--- src/rtl/flash_status_pkg.sv ---
// Register map, field positions, reset values and event carrier for the flash status block.
// Assumes an 8-bit register port and a command sequencer that reports events as one-cycle pulses.
package flash_status_pkg;

  // ----------------------------------------------------------------
  // Register byte addresses.
  // ----------------------------------------------------------------
  localparam logic [15:0] ADDR_CONFIG   = 16'h3024;
  localparam logic [15:0] ADDR_ERR_CFG  = 16'h3025;
  localparam logic [15:0] ADDR_STATUS   = 16'h3026;
  localparam logic [15:0] ADDR_ERR_STAT = 16'h3027;

  // ----------------------------------------------------------------
  // Field positions.
  // ----------------------------------------------------------------
  localparam int BIT_CMD_DONE_IRQ_EN = 7;
  localparam int BIT_IGNORE_SF       = 4;
  localparam int BIT_FORCE_DF        = 1;
  localparam int BIT_FORCE_SF        = 0;
  localparam int BIT_DF_IRQ_EN       = 1;
  localparam int BIT_SF_IRQ_EN       = 0;
  localparam int BIT_CMD_DONE        = 7;
  localparam int BIT_ACC_ERR         = 5;
  localparam int BIT_DF_FLAG         = 1;
  localparam int BIT_SF_FLAG         = 0;

  // ----------------------------------------------------------------
  // Reset values and implemented-bit masks.
  // ----------------------------------------------------------------
  localparam logic [7:0] RST_STATUS    = 8'h80;
  localparam logic [7:0] RST_CONFIG    = 8'h00;
  localparam logic [7:0] RST_ERR_CFG   = 8'h00;
  localparam logic [7:0] RST_ERR_STAT  = 8'h00;
  localparam logic [7:0] MASK_CONFIG   = 8'h93;
  localparam logic [7:0] MASK_ERR_CFG  = 8'h03;
  localparam logic [7:0] MASK_STATUS   = 8'ha0;
  localparam logic [7:0] MASK_ERR_STAT = 8'h03;

  // ----------------------------------------------------------------
  // Events from the command sequencer and array read path.
  // ----------------------------------------------------------------
  typedef struct packed {
    logic cmd_done;
    logic cmd_violation;
    logic seq_error;
    logic array_read;
    logic single_fault;
    logic double_fault;
  } seq_evt_s;

endpackage

--- src/rtl/flash_status_error_irq_ctrl.sv ---
// Status, configuration and interrupt logic of the flash controller.
// Assumes a single-cycle register port and sequencer events synchronous to i_core_clk.
module flash_status_error_irq_ctrl
  import flash_status_pkg::*;
(
  input  wire logic        i_core_clk,
  input  wire logic        i_sys_rst,
  input  wire logic [15:0] i_addr,
  input  wire logic [7:0]  i_wr_data,
  input  wire logic        i_wr_en,
  input  wire logic        i_rd_en,
  input  wire seq_evt_s    i_seq_evt,
  output logic      [7:0]  o_rd_data,
  output logic             o_cmd_launch,
  output logic             o_cmd_irq,
  output logic             o_fault_irq,
  output logic             o_irq
);

  // ----------------------------------------------------------------
  // State.
  // ----------------------------------------------------------------
  logic [7:0] config_ff;
  logic [7:0] err_cfg_ff;
  logic       cmd_done_ff;
  logic       acc_err_ff;
  logic       sf_flag_ff;
  logic       df_flag_ff;
  logic [7:0] rd_data_ff;

  logic [7:0] nxt_config;
  logic [7:0] nxt_err_cfg;
  logic       nxt_cmd_done;
  logic       nxt_acc_err;
  logic       nxt_sf_flag;
  logic       nxt_df_flag;
  logic [7:0] nxt_rd_data;

  // ----------------------------------------------------------------
  // Address decode.
  // ----------------------------------------------------------------
  wire sel_cfg  = (i_addr == ADDR_CONFIG);
  wire sel_ecfg = (i_addr == ADDR_ERR_CFG);
  wire sel_stat = (i_addr == ADDR_STATUS);
  wire sel_est  = (i_addr == ADDR_ERR_STAT);

  wire wr_cfg   = i_wr_en & sel_cfg;
  wire wr_ecfg  = i_wr_en & sel_ecfg;
  wire wr_stat  = i_wr_en & sel_stat;
  wire wr_est   = i_wr_en & sel_est;

  // ----------------------------------------------------------------
  // Field views.
  // ----------------------------------------------------------------
  wire cmd_done_irq_en     = config_ff[BIT_CMD_DONE_IRQ_EN];
  wire ignore_single_fault = config_ff[BIT_IGNORE_SF];
  wire force_double_fault  = config_ff[BIT_FORCE_DF];
  wire force_single_fault  = config_ff[BIT_FORCE_SF];
  wire double_fault_irq_en = err_cfg_ff[BIT_DF_IRQ_EN];
  wire single_fault_irq_en = err_cfg_ff[BIT_SF_IRQ_EN];

  // ----------------------------------------------------------------
  // Configuration registers.
  // ----------------------------------------------------------------
  // Force bits are plain storage, so only reset or a software write of zero clears them.
  assign nxt_config  = wr_cfg ? (i_wr_data & MASK_CONFIG) : config_ff;
  assign nxt_err_cfg = wr_ecfg ? (i_wr_data & MASK_ERR_CFG) : err_cfg_ff;

  // ----------------------------------------------------------------
  // Command launch and status flags.
  // ----------------------------------------------------------------
  wire launch_req   = wr_stat & i_wr_data[BIT_CMD_DONE];
  wire acc_clr      = wr_stat & i_wr_data[BIT_ACC_ERR];
  wire acc_set      = i_seq_evt.seq_error | i_seq_evt.cmd_violation;
  wire cmd_done_set = i_seq_evt.cmd_done | i_seq_evt.cmd_violation;
  // A launch needs an idle sequencer and no pending or arriving access error.
  wire launch_ok    = launch_req & cmd_done_ff & ~acc_err_ff & ~acc_set;

  assign o_cmd_launch = launch_ok;

  // Hardware set wins over software clear in the same cycle.
  assign nxt_cmd_done = cmd_done_set | (cmd_done_ff & ~launch_ok);
  assign nxt_acc_err  = acc_set | (acc_err_ff & ~acc_clr);

  // ----------------------------------------------------------------
  // Fault flags.
  // ----------------------------------------------------------------
  wire sf_real = i_seq_evt.single_fault & ~ignore_single_fault;
  wire sf_set  = i_seq_evt.array_read & (force_single_fault | sf_real);
  wire df_set  = i_seq_evt.array_read & (force_double_fault | i_seq_evt.double_fault);
  wire sf_clr  = wr_est & i_wr_data[BIT_SF_FLAG];
  wire df_clr  = wr_est & i_wr_data[BIT_DF_FLAG];

  assign nxt_sf_flag = sf_set | (sf_flag_ff & ~sf_clr);
  assign nxt_df_flag = df_set | (df_flag_ff & ~df_clr);

  // ----------------------------------------------------------------
  // Interrupts.
  // ----------------------------------------------------------------
  assign o_cmd_irq   = cmd_done_ff & cmd_done_irq_en;
  assign o_fault_irq = (df_flag_ff & double_fault_irq_en)
                     | (sf_flag_ff & single_fault_irq_en);
  assign o_irq       = o_cmd_irq | o_fault_irq;

  // ----------------------------------------------------------------
  // Read path.
  // ----------------------------------------------------------------
  wire [7:0] stat_view = {cmd_done_ff, 1'b0, acc_err_ff, 5'h00};
  wire [7:0] est_view  = {6'h00, df_flag_ff, sf_flag_ff};
  wire [7:0] rd_mux    = sel_cfg  ? config_ff  :
                         sel_ecfg ? err_cfg_ff :
                         sel_stat ? stat_view  :
                         sel_est  ? est_view   : 8'h00;

  assign nxt_rd_data = i_rd_en ? rd_mux : 8'h00;
  assign o_rd_data   = rd_data_ff;

  // ----------------------------------------------------------------
  // Registers.
  // ----------------------------------------------------------------
  always_ff @(posedge i_core_clk) begin
    if (i_sys_rst) begin
      config_ff   <= RST_CONFIG;
      err_cfg_ff  <= RST_ERR_CFG;
      cmd_done_ff <= RST_STATUS[BIT_CMD_DONE];
      acc_err_ff  <= RST_STATUS[BIT_ACC_ERR];
      sf_flag_ff  <= RST_ERR_STAT[BIT_SF_FLAG];
      df_flag_ff  <= RST_ERR_STAT[BIT_DF_FLAG];
      rd_data_ff  <= 8'h00;
    end else begin
      config_ff   <= nxt_config;
      err_cfg_ff  <= nxt_err_cfg;
      cmd_done_ff <= nxt_cmd_done;
      acc_err_ff  <= nxt_acc_err;
      sf_flag_ff  <= nxt_sf_flag;
      df_flag_ff  <= nxt_df_flag;
      rd_data_ff  <= nxt_rd_data;
    end
  end
endmodule

--- config.mk ---
export PLATFORM = sky130hd
export DESIGN_NAME = flash_status_error_irq_ctrl
export DESIGN_NICKNAME = d
export VERILOG_FILES = /design/src/rtl/flash_status_pkg.sv /design/src/rtl/flash_status_error_irq_ctrl.sv
export SDC_FILE = /design/constraint.sdc
export NUM_CORES = 1
export LEC_CHECK = 0
export BUFFER_PORTS_ARGS = -buffer_cell sky130_fd_sc_hd__buf_2
export CAP_MARGIN = 20
export CORE_MARGIN = 2
export CORE_UTILIZATION = 45
export CTS_CLUSTER_DIAMETER = 100
export DETAILED_ROUTE_END_ITERATION = 8
export PLACE_DENSITY = 0.82
export SLEW_MARGIN = 30
export SYNTH_ARGS = -nofsm -noshare
export SYNTH_HDL_FRONTEND = slang
export SYNTH_SLANG_ARGS = --single-unit
export TNS_END_PERCENT = 20
--- constraint.sdc ---
create_clock -name i_core_clk -period 3 [get_ports i_core_clk]
set_clock_uncertainty 0.15 [all_clocks]
set_input_delay 0.45 -clock i_core_clk [delete_from_list [all_inputs] [get_ports i_core_clk]]
set_output_delay 0.45 -clock i_core_clk [all_outputs]
set_load 0.05 [all_outputs]
* Yosys cells after proc, flatten, opt, wreduce, memory -nomap -nowiden
Index checks and enable logic that the tools add are counted.
Cells by class: reduce and logical (&&, ||, !) cells 3, eq/ne operators 4, muxes and demuxes 4, bitwise gates (word level) 39
Operator list (count):
- $eq 16x14->1 const B | 4
- $mux 8 | 3
- $and 1x1->1 | 21
- $or 1x1->1 | 10
- $not 1->1 | 8
- $reduce_or 5->1 | 1
- $reduce_or 4->1 | 1
- $mux 2 | 1
- $reduce_or 2->1 | 1
Storage, ports and cells: word-level logic and storage cells 59, output and inout bits 12, register bits 18, bits of input ports 34

* Depth between registers and ports, before layout
Gate-level depths: netlist (run 1).
depth in word-level cells 9, depth in mapped cells 5, depth with buffers taken out 4

* Worst setup path before layout (run 1)
Ideal clock, no wire load.
path kind input to output, start point input i_addr[14], end point output o_cmd_launch, arrival time 1.779 ns, setup slack 0.621 ns, stages 4, required time 2.400 ns, path through nor4b_4 > and4_4 > nand4_2 > nor2_1
On the way: longest elaborated chain between the ends 6
RTL lines:
- from (decl) | RTL line flash_status_error_irq_ctrl.sv:8 | input wire logic [15:0] i_addr,
- $eq 16x14->1 | RTL line flash_status_error_irq_ctrl.sv:44 | wire sel_stat = (i_addr == ADDR_STATUS);
- $and 1x1->1 | RTL line flash_status_error_irq_ctrl.sv:49 | wire wr_stat = i_wr_en & sel_stat;
- $and 1x1->1 | RTL line flash_status_error_irq_ctrl.sv:72 | wire launch_req = wr_stat & i_wr_data[BIT_CMD_DONE];
- $and 1x1->1 (3 in series) | RTL line flash_status_error_irq_ctrl.sv:77 | wire launch_ok = launch_req & cmd_done_ff & ~acc_err_ff & ~acc_set;
- to (decl) | RTL line flash_status_error_irq_ctrl.sv:14 | output logic o_cmd_launch,
No other way between the ends.

* Final worst setup path (run 1)
Same ends and word-level chain as after synthesis.

==> out/qor.csv, run 1 <==
stage,metric,value,unit
status,status,"finished, final reports clean",
floorplanning,core-area,1690,um^2
worst_setup_path,critical_path_depth,6,
sta,rsz0062_at_grt,false,
worst_setup_path,r2r-start,acc_err_ff,
worst_setup_path,r2r_cells,3,
flow_run,drv_cap,0,
power,power,0.372,mW
synthesis,synth_seq_area_share,37.8,%
worst_setup_path,path_cells,buf_2 > nor4b_4 > and4_4 > nand4_2 > nor2_1 > buf_2,
sta,fmax,436,MHz
floorplanning,initial_core_util,47.0,%
finish,antenna_cells,0,
synthesis,avgSynthCellArea,9.03,um^2
worst_setup_path,slowest_stage,nor4b_4,
sta,final_hold_viol_count,0,
global_routing,grt_pass1_wl,2900,um
place,place_hpwl,1450,um
worst_setup_path,cpMostUsedCell,buf_2,
route,drt-met1-wl,785,um
route,drt-total-wl,1810,um
worst_setup_path,slowest_delay,0.35,ns
route,ant_nets,0,
global_routing,grt_pass1_vias,686,
global_routing,grt_overflow_total,0,
global_routing,grt_use_total,18.8,%
floorplanning,ios,46,
sta,min_period,2.29,ns
synthesis,synthArstFlopShare,0,%
global_routing,antenna_found_initial,0,
clock_tree,cts_tree,done,
power,ir_drop,0.205,mV
route,route.met3.wl,106,um
clock_tree,cts.htree.levels,1,
synthesis,syn_area,795,um^2
synthesis,synth.top_cell.area_share,37.8,%
clock_tree,root_buffer,clkbuf_4,
place,place_congestion,0.774,
clock_tree,clock_latency,0.28,ns
route,dr_wl_met2,904,um
worst_setup_path,crit_fanout,5,
worst_setup_path,crit_path_start_kind,primary input,
power,leakagePower,0.479,nW
finish,drive_above_1_share,38.6,%
route,drt_iter0_drc,17,
synthesis,synth_most_common_cell,dfxtp_1,
clock_tree,cts_setup_buffers,0,
floorplanning,fp.dieH,46.0,um
worst_setup_path,startpoint,i_addr[14],
synthesis,ys_types,29,
worst_setup_path,crit_arrival,1.69,ns
worst_setup_path,path_buf_inv,2,
synthesis,netlist_instances,88,
worst_setup_path,worst-setup-path-type,in2out,
sta,min_period_over_period,76.4,%
sta,finalSetupViolCount,0,
worst_setup_path,cp-end-kind,output pin,
route,drc,0,
place,port_buffers,39,
route,avgViaCountPerCell,5.35,
synthesis,synth_top_cell_by_area,dfxtp_1,
worst_setup_path,required,2.40,ns
finish,area_delta_synth_final,27.4,%
clock_tree,numCtsBuffers,3,
clock_tree,clkSinkCount,15,
worst_hold_path,hp-class,in2reg,
clock_tree,clock_path_buffers,2,
clock_tree,cts-resized-gates,0,
floorplanning,fp-row-count,15,
floorplanning,die_w,46.0,um
route,routed-via-count,771,
power,p_per_area,367,nW/um^2
route,dr.pass1.iters,4,
worst_setup_path,crit_family,simple AND/OR/NAND/NOR gates,
worst_setup_path,reg2reg_setup_slack,1.73,ns
sta,final.setup.tns,0,ns
global_routing,grt_start_max_net_pins,14,
synthesis,ys_warn_count,0,
worst_setup_path,crit-reg2reg-capture,cmd_done_ff,
worst_setup_path,critPathCapture,o_cmd_launch,
route,highest_layer,met4,
synthesis,ys.flop_type,dfxtp_1,
synthesis,ys_ff_latch,15,
floorplanning,dieArea,2120,um^2
clock_tree,holdBufCountCts,0,
sta,slew_violations,0,
clock_tree,clk_pin_slew,0.09,ns
finish,final_net_count,162,
synthesis,synth_commonest_cells,"dfxtp_1 (15), o21ai_0 (9), a21oi_1 (7)",
synthesis,ys_top_cells_by_area,"dfxtp_1 (38%), mux2i_1 (6.3%), nor4b_4 (6.0%), o21ai_0 (5.7%), a21oi_1 (4.4%)",
synthesis,synth-edff-count,0,
route,wl_per_cell,12.6,um
==> sequential cells by signal, summed over array words and instances, names as in the netlist <==
| signal | count |
|---|---|
| config_ff | 4 |
| df_flag_ff | 1 |
| sf_flag_ff | 1 |
| err_cfg_ff | 2 |
| cmd_done_ff | 1 |
| acc_err_ff | 1 |
| o_rd_data | 5 |
==> power breakdown <==
part	switching (mW)	internal, mW
Clock	0.0635	0.0494
Combinational	0.0310	0.0244
Sequential	0.00177	0.202
Total	0.0963	0.275
==> logic make-up (layout without fill, tap and decap cells) <==
kind of cell,after synthesis,count (layout),share of synthesized area [%]
and+or+nand+nor,39,39,36.4
buffers and inverters,8,45,5.20
DFF,15,15,37.8
muxes,5,5,6.30
AOI/OAI and AO/OA,20,20,13.9
other,1,3,0.472
==> per-layer routing <==
metal	GRT usage, %	vias to the layer above
li1	-	391
met1	23.6	346
met2	31.1	32
met3	5.16	2
met4	5.14	0
met5	0	-
==> cell type report <==
cell class	instances	area, um^2
flip-flops and latches	15	300
well taps	17	21.3
multi-input cells	67	460
clock buffers	3	22.5
repair buffers	39	195
fillers	152	677
inverters	2	7.51
clock inverters	1	5.00
==> layout by cell type, fill, tap and decap left out <==
master and n:
clkinv_2 1, and3_1 2, nor3b_2 1, or2_2 1
nor4b_1 1, dfxtp_1 15, nor4bb_1 1, nand4_2 1
and4bb_1 1, and4_4 1, a22o_1 1, inv_1 2
buf_2 39, nor2b_1 3, a21oi_1 7, nor2_1 4
o21ai_0 9, and4_1 1, and2_1 3, nand4_1 2
nand3_1 6, nand2b_1 4, nand2_1 3, nor4b_4 2
conb_1 3, mux2i_1 5, o21ai_1 2, nor3b_1 2
clkbuf_4 3, a2111o_1 1
==> worst register-to-register path: cells and delay by family (launching register included) <==
family / cells / cell delay [ns]
compound gates: 1 / 0.42
simple gates: 2 / 0.27
flops: 1 / 0.33
==> per-stage QoR <==
| step | instances | util [%] | area, um^2 | setup WS, ns | hold WS (ns) |
|---|---|---|---|---|---|
| 4_1_cts | 144 | 59.9 | 1010 | 0.708 | 0.191 |
| 5_1_grt | 144 | 59.9 | 1010 | 0.663 | 0.203 |
| 3_5_place_dp | 140 | 58.3 | 985 | 0.712 | 0.334 |
| 3_3_place_gp | 140 | 58.3 | 985 | 0.759 | 0.325 |
| 2_1_floorplan | 90 | - | 802 | 0.621 | 0.307 |
| 6_report | 144 | 59.9 | 1010 | 0.707 | 0.198 |
==> worst min-delay path by stage <==
stage	cells after the start	slack [ns]	startpoint	endpoint
after floorplan	2	0.31	config_ff[7]	config_ff[7]
after global placement	2	0.33	config_ff[4]	config_ff[4]
after detailed placement	1	0.33	acc_err_ff	o_rd_data[5]
after CTS	2	0.19	i_seq_evt[5]	cmd_done_ff
after global routing	2	0.20	i_seq_evt[5]	cmd_done_ff
final	2	0.20	i_seq_evt[5]	cmd_done_ff
No activity file was read; power rests on OpenSTA's default activity.
==> run 2: changes to the inputs <==
--- a/config.mk
+++ b/config.mk
@@ -8,10 +8,10 @@
 export BUFFER_PORTS_ARGS = -buffer_cell sky130_fd_sc_hd__buf_2
 export CAP_MARGIN = 20
 export CORE_MARGIN = 2
-export CORE_UTILIZATION = 45
+export CORE_UTILIZATION = 38
 export CTS_CLUSTER_DIAMETER = 100
 export DETAILED_ROUTE_END_ITERATION = 8
-export PLACE_DENSITY = 0.82
+export PLACE_DENSITY = 0.74
 export SLEW_MARGIN = 30
 export SYNTH_ARGS = -nofsm -noshare
 export SYNTH_HDL_FRONTEND = slang
==> constraint.sdc (replaced) <==
create_clock -name i_core_clk -period 2 [get_ports i_core_clk]
set_clock_uncertainty 0.15 [all_clocks]
set_input_delay 0.3 -clock i_core_clk [delete_from_list [all_inputs] [get_ports i_core_clk]]
set_output_delay 0.3 -clock i_core_clk [all_outputs]
set_load 0.05 [all_outputs]
==> run 2 against run 1 <==
Against the previous run:
- utilization is 6.0 points lower
- critical path depth is the same
- routed wire length grew 7.9%
- hold slack worse by 0.16 ns
- non-clock buffer count grew 3
- largest power group unchanged
- combinational power grew 56%
- via count up 2.9%
- first-iteration DRC count rose by 5.9%
- setup slack got worse by 0.62 ns
==> out/qor.csv, run 2 (same netlist as run 1, synthesis figures left out) <==
stage,metric,value,unit,change
finish,final_net_count,165,,+1.9%
worst_setup_path,crit_family,simple AND/OR/NAND/NOR gates,,
clock_tree,clock_latency,0.28,ns,about the same
place,port_buffers,39,,unchanged
place,place_congestion,0.837,,+8.2%
finish,ff_latch_area,300,um^2,unchanged
flow_run,drv_cap,0,,unchanged
route,drc,0,,unchanged
sta,min_period_over_period,95.5,%,
worst_setup_path,crit_fanout,5,,unchanged
finish,area_delta_synth_final,33.1,%,
global_routing,grt_use_total,17.4,%,-1.4 points
worst_setup_path,slowest_stage,nor4b_4,,
worst_setup_path,required,1.55,ns,-0.85 ns
floorplanning,fp.dieH,49.7,um,+8.1%
sta,final_hold_viol_count,0,,unchanged
route,drt-total-wl,1960,um,+7.9%
sta,finalSetupViolCount,0,,unchanged
clock_tree,root_buffer,clkbuf_4,,
floorplanning,ios,46,,unchanged
finish,drive_above_1_share,41.5,%,+3.0 points
worst_setup_path,worst-setup-path-type,in2out,,
clock_tree,clock_path_buffers,2,,unchanged
place,pre_cts_ws,0.0571,ns,-0.655 ns
worst_setup_path,crit_arrival,1.46,ns,-0.23 ns
worst_setup_path,path_cells,buf_2 > nor4b_4 > and4_4 > nand4_2 > nor2_2 > clkbuf_4,,
clock_tree,numCtsBuffers,3,,unchanged
finish,final_common_cell,buf_2,,
global_routing,grt_start_max_net_pins,14,,unchanged
route,wl_per_cell,12.5,um,-1.0%
place,place_hpwl,1550,um,+6.9%
finish,antenna_cells,0,,unchanged
clock_tree,clkSinkCount,15,,unchanged
worst_setup_path,cp-end-kind,output pin,,
sta,final.setup.tns,0,ns,unchanged
worst_setup_path,crit_path_start_kind,primary input,,
clock_tree,cts_setup_buffers,0,,unchanged
floorplanning,dieArea,2470,um^2,+17%
status,status,"finished, final reports clean",,
floorplanning,initial_core_util,40.5,%,-6.5 points
global_routing,grt_overflow_total,0,,unchanged
power,ir_drop,0.325,mV,+58%
power,leakagePower,0.494,nW,+3.2%
global_routing,antenna_found_initial,0,,unchanged
clock_tree,clk_pin_slew,0.09,ns,about the same
global_routing,grt_pass1_wl,3260,um,+12%
route,dr.pass1.iters,4,,unchanged
clock_tree,holdBufCountCts,0,,unchanged
finish,multi_input_area,468,um^2,+1.6%
sta,min_period,1.91,ns,
route,ant_nets,0,,unchanged
global_routing,grt_pass1_vias,745,,+8.6%
sta,fmax,523,MHz,
clock_tree,cts-resized-gates,0,,unchanged
clock_tree,cts.htree.levels,1,,unchanged
sta,setup_ws,0.0893,ns,-0.618 ns
sta,slew_violations,0,,unchanged
floorplanning,fp-row-count,16,,+1
finish,fillers,191,,+26%
route,avgViaCountPerCell,5.05,,-5.7%
clock_tree,cts_tree,done,,
route,drt_iter0_drc,18,,+1
worst_hold_path,hp-class,in2reg,,
sta,rsz0062_at_grt,false,,
worst_setup_path,slowest_delay,0.31,ns,-0.04 ns
worst_setup_path,path_buf_inv,2,,unchanged
floorplanning,core-area,1960,um^2,+16%
finish,largest_register_ffs,5,,unchanged
floorplanning,die_w,49.7,um,+8.1%
finish,layout_common_cells,"buf_2 (38), dfxtp_1 (15), o21ai_0 (9), a21oi_1 (7), nand3_1 (6)",,
sta,hold_ws,0.0423,ns,-0.156 ns
power,p_per_area,536,nW/um^2,+46%
route,routed-via-count,793,,+2.9%
-- run 2: area by class of cell --
type	instances	area share [%]
Multi-Input combinational cell	67	44.3
Sequential cell	15	28.4
Timing Repair Buffer	42	20.8
Tap cell	27	3.20
Clock buffer	3	2.13
Inverter	2	0.710
Clock inverter	1	0.473
-- run 2: worst paths after layout --
kind | startpoint | end | slack, ns | cells past startpoint
hold reg to reg | err_cfg_ff[1] | err_cfg_ff[1] | 0.35 | 2
setup reg to reg | acc_err_ff | cmd_done_ff | 0.71 | 3
setup / recovery | i_addr[14] | o_cmd_launch | 0.09 | 6
hold / removal | i_seq_evt[5] | cmd_done_ff | 0.04 | 2
-- run 2: through the flow --
stage          power, mW  area [um^2]  std cells  utilization (%)
2_1_floorplan      0.360          805         90                -
3_3_place_gp       0.395         1020        153             52.1
3_5_place_dp       0.397         1020        153             52.1
4_1_cts            0.573         1050        157             53.5
5_1_grt            0.594         1060        157             53.9
6_report           0.566         1060        157             53.9
-- run 2: power by group --
part / leakage [nW] / total (mW) / internal [mW] / switching, mW
Sequential: 0.122 / 0.306 / 0.303 / 0.00322
Combinational: 0.355 / 0.0863 / 0.0381 / 0.0482
Clock: 0.0177 / 0.174 / 0.0743 / 0.100
-- run 2: layer usage --
metal / wire length, um / vias up / part of all wire [%] / GRT usage (%)
met3: 83 / 4 / 4.2 / 3.33
met2: 997 / 25 / 51 / 31.3
met5: 0 / - / 0 / 0
li1: - / 395 / - / -
met1: 828 / 369 / 42 / 18.5
met4: 48 / 0 / 2.5 / 10.6
